## config.mk

```make
export PLATFORM = sky130hd
export DESIGN_NAME = kss_interp
export DESIGN_NICKNAME = d
export VERILOG_FILES = /design/src/kss_pkg.sv /design/src/kss_checksum.sv /design/src/kss_interp.sv
export SDC_FILE = /design/constraint.sdc
export NUM_CORES = 1
export LEC_CHECK = 0
export BUFFER_PORTS_ARGS = -buffer_cell sky130_fd_sc_hd__buf_2
export CAP_MARGIN = 5
export CORE_ASPECT_RATIO = 1.4
export CORE_MARGIN = 8
export CORE_UTILIZATION = 49
export DETAILED_ROUTE_END_ITERATION = 16
export GPL_TIMING_DRIVEN = 0
export HOLD_SLACK_MARGIN = 0.15
export PLACE_DENSITY = 0.75
export SETUP_SLACK_MARGIN = 0.3
export SYNTH_ARGS = -nofsm -noshare
export SYNTH_HDL_FRONTEND = slang
export SYNTH_SLANG_ARGS = --single-unit
```

## constraint.sdc

```tcl
create_clock -name CLK -period 3.5 [get_ports CLK]
set_input_delay 1.05 -clock CLK [delete_from_list [all_inputs] [get_ports CLK]]
set_output_delay 1.05 -clock CLK [all_outputs]
set_load 0.02 [all_outputs]
```

## src/kss_pkg.sv

```systemverilog
// Constants, command codes and carrier types for the key scope and
// status command interpreter.
// Assumes one clock domain and a byte-wide command stream.
package kss_pkg;

  localparam int KEY_W   = 6;
  localparam int COORD_W = 3;
  localparam int BYTE_W  = 8;

  // Command codes
  localparam logic [7:0] CMD_SCOPE_KEY  = 8'h73;
  localparam logic [7:0] CMD_SCOPE_ALL  = 8'h53;
  localparam logic [7:0] CMD_SCOPE_ROW  = 8'h78;
  localparam logic [7:0] CMD_SCOPE_COL  = 8'h79;
  localparam logic [7:0] CMD_SIGNAL     = 8'h30;
  localparam logic [7:0] CMD_DELTA      = 8'h31;
  localparam logic [7:0] CMD_REFERENCE  = 8'h32;
  localparam logic [7:0] CMD_LADDER     = 8'h33;
  localparam logic [7:0] CMD_CANCEL_CAP = 8'h34;
  localparam logic [7:0] CMD_INTEGRATOR = 8'h35;
  localparam logic [7:0] CMD_CHECKSUM   = 8'h36;
  localparam logic [7:0] CMD_STATUS     = 8'h37;

  // Upper limits of the second byte
  localparam logic [7:0] KEY_MAX   = 8'h3f;
  localparam logic [7:0] COORD_MAX = 8'h07;

  localparam logic [7:0]         BYTE_ZERO  = 8'h00;
  localparam logic [KEY_W-1:0]   KEY_ZERO   = 6'h00;
  localparam logic [COORD_W-1:0] COORD_ZERO = 3'h0;
  localparam logic [2:0]         STAT_PAD   = 3'h0;

  typedef enum logic [1:0] {
    SCOPE_ALL,
    SCOPE_KEY,
    SCOPE_ROW,
    SCOPE_COL
  } kss_scope_type;

  // Per-key readings for the key the interpreter currently addresses
  typedef struct packed {
    logic [7:0] signal;
    logic [7:0] reference;
    logic [7:0] ladder_dac_offset;
    logic [1:0] cancel_cap_state;
    logic [7:0] integrator;
  } kss_key_data_type;

  // General status inputs, msb is the memory mismatch flag (bit 4)
  typedef struct packed {
    logic mem_mismatch;
    logic sync_fail;
    logic any_error;
    logic any_recal;
    logic any_detect;
  } kss_status_type;

endpackage

```

## src/kss_checksum.sv

```systemverilog
// Continuous 8-bit end-around-carry checksum over the setup memory.
// Assumes the memory returns data one clock after the address.
`timescale 1ns/100ps
module kss_checksum #(
  parameter int DEPTH  = 256,
  parameter int ADDR_W = 8
) (
  input  wire logic              clk,
  input  wire logic              srst,
  output logic [ADDR_W-1:0]      mem_addr,
  input  wire logic [7:0]        mem_data,
  output logic [7:0]             sum
);
  import kss_pkg::*;

  localparam logic [ADDR_W-1:0] LAST_ADDR = ADDR_W'(DEPTH - 1);
  localparam logic [ADDR_W-1:0] ADDR_ZERO = '0;

  if (DEPTH < 2 || DEPTH > (1 << ADDR_W)) begin : g_bad_depth
    $error("kss_checksum: DEPTH does not fit ADDR_W");
  end

  logic [ADDR_W-1:0] addr_q;
  logic              vld_q;
  logic              last_q;
  logic [7:0]        acc_q;
  logic [7:0]        sum_q;
  logic [8:0]        raw;
  logic [7:0]        folded;

  // Carry folds back into bit 0, so a single changed byte moves the sum unless it swaps 8'h00 and 8'hff
  always_comb begin
    raw    = {1'b0, acc_q} + {1'b0, mem_data};
    folded = raw[7:0] + {7'h00, raw[8]};
  end

  always_ff @(posedge clk) begin
    if (srst) begin
      addr_q <= ADDR_ZERO;
      vld_q  <= 1'b0;
      last_q <= 1'b0;
    end else begin
      addr_q <= (addr_q == LAST_ADDR) ? ADDR_ZERO : addr_q + 1'b1;
      vld_q  <= 1'b1;
      last_q <= (addr_q == LAST_ADDR);
    end
  end

  always_ff @(posedge clk) begin
    if (srst) begin
      acc_q <= BYTE_ZERO;
      sum_q <= BYTE_ZERO;
    end else if (vld_q) begin
      acc_q <= last_q ? BYTE_ZERO : folded;
      if (last_q)
        sum_q <= folded;
    end
  end

  assign mem_addr = addr_q;
  assign sum      = sum_q;

endmodule

```

## src/kss_interp.sv

```systemverilog
// Key scope and single-key status command interpreter.
// Assumes framed command bytes arrive as one-cycle strobes on CLK and that
// per-key readings for KEY_INDEX are valid in the same cycle.
//
// Overview of operation
// - The last valid scope command stays in force for all later commands
// - Reset sets the scope to all keys
// - Single-key commands use the lowest key inside the current scope
// - Key index equals row plus eight times column
// - Keys are acquired in ascending index order, rows first
// - Single-key scope takes a key 0..63 then echoes the command
// - All-keys scope echoes and addresses key zero for single-key use
// - Row scope takes row 0..7, echoes, addresses column zero
// - Column scope takes column 0..7, echoes, addresses row zero
// - Status queries are answered in get or put direction
// - Signal query returns the scoped key's eight-bit signal
// - Delta query returns reference minus signal, zero if negative
// - Reference query returns the scoped key's reference byte
// - Ladder offset query returns the scoped key's ladder setting
// - Cancel capacitor query returns zero to three for the key
// - Integrator query returns the scoped key's integrator count
// - Checksum query returns fold-back sum over setup memory
// - A single changed memory byte changes the checksum unless it swaps 8'h00 and 8'hff
// - Memory error flag comes from its own input, not the checksum
// - General status query returns one byte regardless of scope
// - Status bits: detect, recal, error, sync fail, mismatch
// - Unknown commands are dropped without any reply
`timescale 1ns/100ps
module kss_interp #(
  parameter int MEM_DEPTH  = 256,
  parameter int MEM_ADDR_W = 8
) (
  input  wire logic                      CLK,
  input  wire logic                      SRST,
  input  wire logic                      CMD_VALID,
  input  wire logic [7:0]                CMD_BYTE,
  output logic                           RSP_VALID,
  output logic [7:0]                     RSP_BYTE,
  output logic [kss_pkg::KEY_W-1:0]      KEY_INDEX,
  input  wire kss_pkg::kss_key_data_type KEY_DATA,
  input  wire kss_pkg::kss_status_type   STATUS_IN,
  output logic [MEM_ADDR_W-1:0]          MEM_ADDR,
  input  wire logic [7:0]                MEM_DATA
);
  import kss_pkg::*;

  // Checked here too, so a bad pair is reported against the top level
  if (MEM_DEPTH < 2 || MEM_DEPTH > (1 << MEM_ADDR_W)) begin : g_bad_mem
    $error("kss_interp: MEM_DEPTH does not fit MEM_ADDR_W");
  end

  typedef enum logic {
    ST_IDLE,
    ST_ARG
  } kss_state_type;

  kss_state_type     state_q;
  logic [7:0]        op_q;
  kss_scope_type     scope_type_q;
  logic [KEY_W-1:0]  scope_idx_q;
  logic              rsp_valid_q;
  logic [7:0]        rsp_byte_q;
  logic [7:0]        chk_sum;
  logic [KEY_W-1:0]  lowest_key;
  logic [7:0]        delta;
  logic              arg_take;
  logic              arg_ok;
  logic              idle_take;
  logic              is_query;
  logic              is_two_byte;

  kss_checksum #(
    .DEPTH  (MEM_DEPTH),
    .ADDR_W (MEM_ADDR_W)
  ) u_checksum (
    .clk      (CLK),
    .srst     (SRST),
    .mem_addr (MEM_ADDR),
    .mem_data (MEM_DATA),
    .sum      (chk_sum)
  );

  // Lowest-ranked key of the scope; index is {column, row}
  always_comb begin
    case (scope_type_q)
      SCOPE_KEY: lowest_key = scope_idx_q;
      SCOPE_ROW: lowest_key = {COORD_ZERO, scope_idx_q[COORD_W-1:0]};
      SCOPE_COL: lowest_key = {scope_idx_q[COORD_W-1:0], COORD_ZERO};
      SCOPE_ALL: lowest_key = KEY_ZERO;
      default:   lowest_key = KEY_ZERO;
    endcase
  end
  // Ascending index order is row-first, so scanning logic can use it as is
  assign KEY_INDEX = lowest_key;

  // Saturating difference: a signal above reference means no touch
  assign delta = (KEY_DATA.reference >= KEY_DATA.signal) ?
                 KEY_DATA.reference - KEY_DATA.signal : BYTE_ZERO;

  // No direction input is consulted: queries answer in either mode
  assign is_query = (CMD_BYTE >= CMD_SIGNAL) &&
                    (CMD_BYTE <= CMD_STATUS);
  assign is_two_byte = (CMD_BYTE == CMD_SCOPE_KEY) ||
                       (CMD_BYTE == CMD_SCOPE_ROW) ||
                       (CMD_BYTE == CMD_SCOPE_COL);
  assign idle_take = (state_q == ST_IDLE) && CMD_VALID;
  assign arg_take  = (state_q == ST_ARG) && CMD_VALID;

  always_comb begin
    case (op_q)
      CMD_SCOPE_KEY: arg_ok = (CMD_BYTE <= KEY_MAX);
      CMD_SCOPE_ROW: arg_ok = (CMD_BYTE <= COORD_MAX);
      CMD_SCOPE_COL: arg_ok = (CMD_BYTE <= COORD_MAX);
      default:       arg_ok = 1'b0;
    endcase
  end

  always_ff @(posedge CLK) begin
    if (SRST) begin
      state_q <= ST_IDLE;
      op_q    <= BYTE_ZERO;
    end else if (idle_take && is_two_byte) begin
      state_q <= ST_ARG;
      op_q    <= CMD_BYTE;
    end else if (arg_take) begin
      state_q <= ST_IDLE;
    end
  end

  // Scope survives every command except a valid scope command
  always_ff @(posedge CLK) begin
    if (SRST) begin
      scope_type_q <= SCOPE_ALL;
      scope_idx_q  <= KEY_ZERO;
    end else if (idle_take && CMD_BYTE == CMD_SCOPE_ALL) begin
      scope_type_q <= SCOPE_ALL;
      scope_idx_q  <= KEY_ZERO;
    end else if (arg_take && arg_ok) begin
      scope_idx_q <= CMD_BYTE[KEY_W-1:0];
      case (op_q)
        CMD_SCOPE_KEY: scope_type_q <= SCOPE_KEY;
        CMD_SCOPE_ROW: scope_type_q <= SCOPE_ROW;
        CMD_SCOPE_COL: scope_type_q <= SCOPE_COL;
        default:       scope_type_q <= scope_type_q;
      endcase
    end
  end

  // Anything not decoded leaves the response line quiet
  always_ff @(posedge CLK) begin
    if (SRST) begin
      rsp_valid_q <= 1'b0;
    end else begin
      rsp_valid_q <= (arg_take && arg_ok) ||
                     (idle_take && (is_query ||
                      CMD_BYTE == CMD_SCOPE_ALL));
    end
  end

  always_ff @(posedge CLK) begin
    if (SRST) begin
      rsp_byte_q <= BYTE_ZERO;
    end else if (arg_take && arg_ok) begin
      rsp_byte_q <= op_q;
    end else if (idle_take) begin
      case (CMD_BYTE)
        CMD_SCOPE_ALL:  rsp_byte_q <= CMD_SCOPE_ALL;
        CMD_SIGNAL:     rsp_byte_q <= KEY_DATA.signal;
        CMD_DELTA:      rsp_byte_q <= delta;
        CMD_REFERENCE:  rsp_byte_q <= KEY_DATA.reference;
        CMD_LADDER:     rsp_byte_q <= KEY_DATA.ladder_dac_offset;
        CMD_CANCEL_CAP: rsp_byte_q <= {6'h00,
                                       KEY_DATA.cancel_cap_state};
        CMD_INTEGRATOR: rsp_byte_q <= KEY_DATA.integrator;
        CMD_CHECKSUM:   rsp_byte_q <= chk_sum;
        // Mismatch flag is its own input, not the sum
        CMD_STATUS:     rsp_byte_q <= {STAT_PAD, STATUS_IN};
        default:        rsp_byte_q <= rsp_byte_q;
      endcase
    end
  end

  assign RSP_VALID = rsp_valid_q;
  assign RSP_BYTE  = rsp_byte_q;
endmodule

```

# Word-level counts from Yosys, hierarchy flattened
# Cells that the tools add are included.
# op_classes
n_reduce_logical	22
shift	0
muxes	11
multipliers	0
n_addsub	4
bitwise_logic	1
div_mod_pow	0
n_eq_ne	19
order_cmp	5
# op_table
operator	count
$pmux W8 S9	1
$eq A8 B6 Y1 const B	8
$eq A8 B7 Y1 const B	7
$mux W8	4
$pmux W6 S4	1
$le A8 B6 Y1 const B	2
$reduce_bool A10 Y1	1
$add A8 B8 Y9	1
$add A8 B1 Y8	1
$add A8 B1 Y8 const B	1
$eq A8 B8 Y1 const B	1
$ge A8 B6 Y1 const B	1
$ge A8 B8 Y1	1
$le A8 B3 Y1 const B	1
$sub A8 B8 Y8	1
$logic_and A1 B1 Y1	7
$pmux W2 S3	1
$reduce_and A2 Y1	3
$reduce_or A2 Y1	3
$eq A2 B2 Y1 const B	2
$logic_or A1 B1 Y1	4
$reduce_bool A2 Y1	2
$mux W1	3
$reduce_bool A3 Y1	1
other kinds (4)	4
# word_totals
elab_cells	73
latchBits	0
mem_bits_ro	0
reg_bits	52
memories	0
ram_bits	0

# Longest topological paths before layout
# Gate-level depths: netlist (run 1).
# logic_depth
word_depth	6
mapped_depth	15

# Modules after synthesis
# From an unflattened synthesis (run 1), not the netlist that was laid out.
# hier_totals
cells_unflattened	421
area_unflattened_um2	3504.6
# by_module_without_submodules
mod	area_each_um2	cells_per_inst	instances
kss_interp	2059.5	257	1
kss_checksum	1445.1	164	1

# Worst setup path after synthesis (run 1)
# OpenSTA, ideal clock, no wires.
# synth_timing
path_type	input-to-reg
start	input port MEM_DATA[0]
end	register u_checksum.acc_q[6]
cell_stages	14
setup_time_ns	0.120
t_arrival_ns	3.322
slack_ns	0.058
path_buffers	0
path_cell_list	ha_1 > inv_1 > fa_1 > nor2b_1 > o31a_1 > o31a_1 > o21ai_0 > nand2b_1 > ha_1 > ha_1 > nand2_1 > nor3_1 > nand3_2 > a211o_1
# synth_between
elab_chain_len	3
# synth_rtl
item	line_no	source
from (decl)	kss_interp.sv:43	input wire logic [7:0] MEM_DATA
$add A8 B8 Y9	kss_checksum.sv:33	raw = {1'b0, acc_q} + {1'b0, mem_data};
$add A8 B1 Y8	kss_checksum.sv:34	folded = raw[7:0] + {7'h00, raw[8]};
$mux W8	kss_checksum.sv:54	acc_q <= last_q ? BYTE_ZERO : folded;
to (signal assigned)	kss_checksum.sv:54	
to (decl)	kss_checksum.sv:26	logic [7:0] acc_q;
# No other way between the ends.
# A chain may end at the register's enable or synchronous reset.

# Final worst setup path (run 1)
# layout_timing
start	input port MEM_DATA[0]
end	register u_checksum.acc_q[7]
# Same word-level chain as after synthesis.

==> results of run 1 <==
==> layout make-up <==
class | count | area share [%]
inverters | 23 | 2.012
plain buffers | 15 | 2.246
repair buffers | 87 | 10.70
clock inverters | 3 | 0.7874
clock buffers | 5 | 1.604
well taps | 95 | 2.770
multi-input cells | 325 | 55.61
flip-flops and latches | 52 | 24.26
==> worst max-delay path: stages <==
cell and delay [ps]:
buf_6 100, ha_4 160, inv_2 50, fa_2 200, nor2b_2 50, o31a_1 320
o31a_1 260, o21ai_1 120, nand2b_1 90, ha_2 220, and3_4 160, and3_4 190
and3_4 180, a211o_1 250
==> placed cells by master (no fill, tap or decap), drive strengths merged, types with 5 or more instances in the layout <==
cell type and n:
buf 96, dfxtp 52, nor2 48, nand2 30, a21oi 24, inv 23, ha 19, mux2i 18
o21ai 18, nor2b 17, nor3 13, a22oi 11, clkbuf 11, xor2 10, xnor2 9, and2 7
nand3 7, and3 7, a211oi 6, o22ai 6, a22o 5, o21a 5, a311oi 5
==> worst paths after layout <==
path | depth (start not counted) | to | startpoint | slack (ps)
setup / recovery | 14 | u_checksum.acc_q[7] | MEM_DATA[0] | 330
hold reg to reg | 2 | u_checksum.sum[0] | u_checksum.sum[0] | 460
setup reg to reg | 14 | u_checksum.acc_q[6] | u_checksum.acc_q[0] | 750
hold / removal | 2 | u_checksum.sum[0] | u_checksum.sum[0] | 460
==> sequential cells by signal, indices dropped and copies added, names as in the netlist <==
register / flops
RSP_BYTE: 8
RSP_VALID: 1
op_q: 8
scope_idx_q: 6
scope_type_q: 2
state_q: 1
u_checksum.acc_q: 8
u_checksum.last_q: 1
u_checksum.mem_addr: 8
u_checksum.sum: 8
u_checksum.vld_q: 1
==> power by group through the flow <==
stage          Combinational, mW  Clock [mW]  Sequential [mW]
2_1_floorplan              0.276           0            0.639
3_3_place_gp               0.382           0            0.638
3_5_place_dp               0.392           0            0.639
4_1_cts                    0.407       0.382            0.626
5_1_grt                    0.476       0.409            0.628
6_report                   0.425       0.379            0.625
==> synthesized netlist by cell type (3+ instances only) <==
library cell | instances | area [µm²]
nor3_1 | 11 | 55.05
a22o_1 | 5 | 43.79
ha_1 | 19 | 237.7
buf_2 | 4 | 20.02
a22oi_1 | 11 | 82.58
nor2_1 | 47 | 176.4
xor2_1 | 10 | 87.58
a311oi_1 | 4 | 35.03
nand2b_1 | 4 | 25.02
a21o_1 | 3 | 22.52
nand2_1 | 30 | 112.6
o21ai_0 | 13 | 65.06
and3_1 | 6 | 37.54
nor3b_1 | 4 | 30.03
o21a_1 | 4 | 30.03
mux2i_1 | 18 | 180.2
clkbuf_1 | 6 | 22.52
a211oi_1 | 6 | 45.04
xnor2_1 | 9 | 78.83
dfxtp_1 | 52 | 1041
o22ai_1 | 6 | 37.54
and2_1 | 7 | 43.79
mux2_2 | 3 | 33.78
o21ai_1 | 4 | 20.02
nand3_1 | 6 | 30.03
o31a_1 | 3 | 26.28
a21oi_1 | 24 | 120.1
o211ai_1 | 4 | 30.03
nor2b_1 | 17 | 106.4
inv_1 | 22 | 82.58
==> stage by stage <==
stage	total power, mW	utilization [%]	hold WS (ps)	area [µm²]	std cells
after global placement	1.020	58.57	441.2	4089	590
after CTS	1.415	60.65	459.5	4234	601
after global routing	1.513	61.45	501.3	4290	605
after detailed placement	1.030	58.57	444.9	4089	590
final	1.429	61.45	458.0	4290	605
after floorplan	0.9145	-	433.1	3570	415
==> layer usage <==
layer	share of wire, %	vias to the layer above
met5	0	-
met2	52	108
met4	1.7	0
li1	-	1692
met1	40	1600
met3	6.3	15
==> timing repair <==
item / in CTS / in global routing
resized for setup: 4 / 5
setup buffers: 3 / 4
endpoints found under the setup margin: 8 / 7
pin swaps: 8 / 4
==> logic make-up (layout without fill, tap and decap cells) <==
group / count (synthesis) / count (layout) / synth area share (%)
AOI/OAI and AO/OA: 103 / 103 / 19.98
DFF: 52 / 52 / 29.58
muxes: 23 / 23 / 7.358
adders and majority gates: 21 / 21 / 7.892
and+or+nand+nor: 159 / 159 / 25.28
buffers and inverters: 38 / 133 / 5.190
xor gates and xnor gates: 19 / 19 / 4.728
==> flow_metrics.env, run 1 <==
export IMPL_use_met3_pct=2.746
export IMPL_cts_tree="built"
export IMPL_path_class="in2reg"
export IMPL_sequentialPowerShare_pct=43.7
export IMPL_syn_num_nets=494
export IMPL_die_y_um=116.3
export IMPL_grt_use_met1_pct=21.54
export IMPL_rows=36
export IMPL_cp_max_fo=4
export IMPL_cts_root_buffer="clkbuf_8"
export IMPL_grt_util_met2_pct=35.70
export IMPL_grt_first_pass_wirelength_um=15830
export IMPL_ys_ff_latch=52
export IMPL_final_max_slew_viol_count=0
export IMPL_coreArea_um2=6982
export IMPL_die_x_um=87.63
export IMPL_post_place_ws_ps=-208.2
export IMPL_synthFlopType="dfxtp_1"
export IMPL_skew_ps=5.816
export IMPL_hold_path_class="reg2reg"
export IMPL_setup_viol=0
export IMPL_pwr_share_comb_pct=29.8
export IMPL_drc=0
export IMPL_htreeDepth=2
export IMPL_worst_pin_slew_ps=524.5
export IMPL_num_io_pins=81
export IMPL_dp_hpwl_um=7615
export IMPL_fin_crit_ps=3167
export IMPL_dr_pass1_iters=5
export IMPL_p_sw_uw=480.4
export IMPL_drt_iter0_drc=214
export IMPL_cp_arrival_ps=3380
export IMPL_start_util_pct=50.41
export IMPL_busiest_layer="met2"
export IMPL_rsz0062_at_grt="yes"
export IMPL_seq_area_um2=1041
export IMPL_vias=3415
export IMPL_synthArstFlopShare_pct=0
export IMPL_cts_buffers_inserted=5
export IMPL_antenna_found_initial=0
export IMPL_syn_to_final_growth_pct=21.90
export IMPL_post_route_period_util_pct=90.47
export IMPL_dieArea_um2=10190
export IMPL_power_density_nw_per_um2=333.1
export IMPL_synth_distinct_cells=68
export IMPL_fmax_ghz=0.3158
export IMPL_diodes=0
export IMPL_critPathRequiredTime_ps=3710
export IMPL_avgSynthCellArea_um2=8.481
export IMPL_clock_path_buffers=2
export IMPL_setup_tns_ps=0
export IMPL_status="finished, final reports clean"
export IMPL_clk_insertion_delay_late_ps=320
export IMPL_detail_route_wl_per_cell_um=15.96
export IMPL_vdd_drop_max_mv=0.1896
export IMPL_cts_sinks=52
export IMPL_grt_pass1_vias=3412
export IMPL_cts_hold_buf=0
export IMPL_multi_input_comb_area_um2=2386
export IMPL_cap_violations=0
export IMPL_clkPwrFrac_pct=26.5
export IMPL_hold_viol_final=0
export IMPL_setup_ws_ps=333.4
export IMPL_synth_cells=415
export IMPL_grt_overflow_total=0
export IMPL_synth_edf_count=0
export IMPL_swShare_pct=33.61
export IMPL_nFillCells=651
export IMPL_power_leakage_nw=1.808
export IMPL_grt_max_degree=20
export IMPL_clk_pin_slew_ps=100
export IMPL_grtUsageTotal_pct=19.32
export IMPL_cp_end_kind="register"
export IMPL_wl_um=9653
export IMPL_io_buffers=80
export IMPL_start_kind="input port"
export IMPL_nets=588
export IMPL_maxSlewHeadroom_pct=65.03
export IMPL_postRouteAntennaNets=0
export IMPL_yosys_warnings=0
export IMPL_drive_gt1_share_pct=27.06
export IMPL_syn_area_um2=3520
export IMPL_viasPerCell=5.645
export IMPL_gp_congestion=0.9192
export IMPL_ys_seq_area_share_pct=29.58
export IMPL_internal_power_uw=948.9
(Power assumes the default switching activity.)
==> run 2, diff against run 1 <==
- CORE_UTILIZATION: 49 -> 40
- PLACE_DENSITY: 0.75 -> 0.64
==> run 2 against run 1 <==
Compared with the run above:
- clock power is 51% higher
- clock skew hardly changed
- sequential share of layout area is 0.39 points lower
- highest routed layer unchanged
==> flow_metrics.env, run 2 (same netlist as run 1, synthesis figures left out) <==
export IMPL_worst_pin_slew_ps=562.0
export IMPL_grt_overflow_total=0
export IMPL_power_leakage_nw=1.842
export IMPL_wl_um=10100
export IMPL_die_y_um=127.0
export IMPL_grt_max_degree=18
export IMPL_power_density_nw_per_um2=371.3
export IMPL_fmax_ghz=0.3156
export IMPL_cts_root_buffer="clkbuf_16"
export IMPL_dr_pass1_iters=4
export IMPL_critPathRequiredTime_ps=3680
export IMPL_cts_sinks=52
export IMPL_path_class="in2reg"
export IMPL_clk_pin_slew_ps=70
export IMPL_crit_top_cell="and3_4"
export IMPL_gp_congestion=0.8725
export IMPL_maxSlewHeadroom_pct=62.53
export IMPL_die_x_um=95.28
export IMPL_diodes=0
export IMPL_clk_insertion_delay_late_ps=290
export IMPL_drt_iter0_drc=89
export IMPL_hold_path_class="reg2reg"
export IMPL_status="finished, final reports clean"
export IMPL_dp_hpwl_um=8122
export IMPL_cp_end_kind="register"
export IMPL_rows=40
export IMPL_final_max_slew_viol_count=0
export IMPL_syn_to_final_growth_pct=23.89
export IMPL_grtUsageTotal_pct=16.60
export IMPL_detail_route_wl_per_cell_um=16.43
export IMPL_cap_violations=0
export IMPL_vdd_drop_max_mv=0.1806
export IMPL_vias=3310
export IMPL_nets=588
export IMPL_htreeDepth=2
export IMPL_fin_crit_ps=3169
export IMPL_critPathTopFamily="compound AO/OA/AOI/OAI gates"
export IMPL_instances_no_fill=615
export IMPL_postRouteAntennaNets=0
export IMPL_post_place_ws_ps=-221.6
export IMPL_cts_buffers_inserted=5
export IMPL_cts_tree="built"
export IMPL_critPathSlowestCell="o31a_1"
export IMPL_coreArea_um2=8558
export IMPL_dieArea_um2=12100
export IMPL_finalPower_mw=1.619
export IMPL_start_kind="input port"
export IMPL_setup_viol=0
export IMPL_layout_cells_most_common_list="buf_2 (83), dfxtp_1 (52), nor2_1 (47)"
export IMPL_cpPeakStageDelay_ps=260
export IMPL_start_util_pct=41.13
export IMPL_post_route_period_util_pct=90.54
export IMPL_drive_gt1_share_pct=26.67
export IMPL_viasPerCell=5.382
export IMPL_path_cells="buf_6 > ha_4 > inv_2 > fa_2 > nor2b_2 > o31a_1 > o31a_1 > o21ai_1 > nand2b_1 > ha_2 > and3_4 > and3_4 > and3_4 > a211o_1"
export IMPL_antenna_found_initial=0
export IMPL_setup_tns_ps=0
export IMPL_setup_ws_ps=331.0
export IMPL_cp_buffers_inverters=2
export IMPL_fin_area_um2=4360
export IMPL_hold_viol_final=0
export IMPL_postPlaceCellArea_um2=4101
export IMPL_grt_first_pass_wirelength_um=16260
export IMPL_cp_arrival_ps=3350
export IMPL_rsz0062_at_grt="yes"
export IMPL_nFillCells=844
export IMPL_drc=0
export IMPL_clock_path_buffers=2
export IMPL_dp_cells=600
export IMPL_cp_max_fo=4
export IMPL_io_buffers=80
export IMPL_final_common_cell="buf_2"
export IMPL_num_io_pins=81
export IMPL_grt_pass1_vias=3456
export IMPL_skew_ps=5.710
## run 2: where the power goes
part           internal, mW  total, mW  switching (mW)
Clock                 0.342      0.574           0.233
Combinational         0.186      0.419           0.233
Sequential            0.610      0.625          0.0153
## run 2: worst reg2reg max path, delay by kind of cell (launching register included)
family	cells	cell delay (ps)
compound gates	4	720
fa+ha+maj	4	870
buf+inv	1	30
flops	1	400
simple gates	5	580
## run 2: final timing paths
path	startpoint	end	slack, ps	cells past startpoint
max	MEM_DATA[0]	u_checksum.acc_q[7]	330	14
min	u_checksum.sum[0]	u_checksum.sum[0]	460	2
max reg2reg	u_checksum.acc_q[0]	u_checksum.acc_q[6]	800	14
min reg2reg	u_checksum.sum[0]	u_checksum.sum[0]	460	2
## run 2: timing repair
action                                  CTS  global route
resized for setup                         7             0
gates cloned                              0             0
hold buffers                              0             0
pin swaps                                 9             4
endpoints found under the setup margin    9             8
buffers inserted                          4             3
## run 2: area by class of cell
class,count,area [µm²],area share (%)
plain buffers,15,96.34,2.209
inverters,23,86.33,1.980
clock buffers,5,125.1,2.869
repair buffers,87,459.2,10.53
well taps,105,131.4,3.013
clock inverters,3,46.29,1.062
flip-flops and latches,52,1041,23.87
multi-input cells,325,2375,54.46
## run 2: routing by layer
metal / global-route usage (%) / up-vias / share of wire [%]
met5: 0 / - / 0
met4: 6.181 / 0 / 2.0
met3: 2.931 / 15 / 5.2
met2: 29.68 / 75 / 51
met1: 18.77 / 1528 / 42
li1: - / 1692 / -
## run 2: metrics by stage
step,hold WS (ps),util [%]
after floorplan,433.1,-
after global placement,442.5,47.92
after detailed placement,444.4,47.92
after CTS,454.1,50.69
after global routing,493.7,50.95
final,455.4,50.95
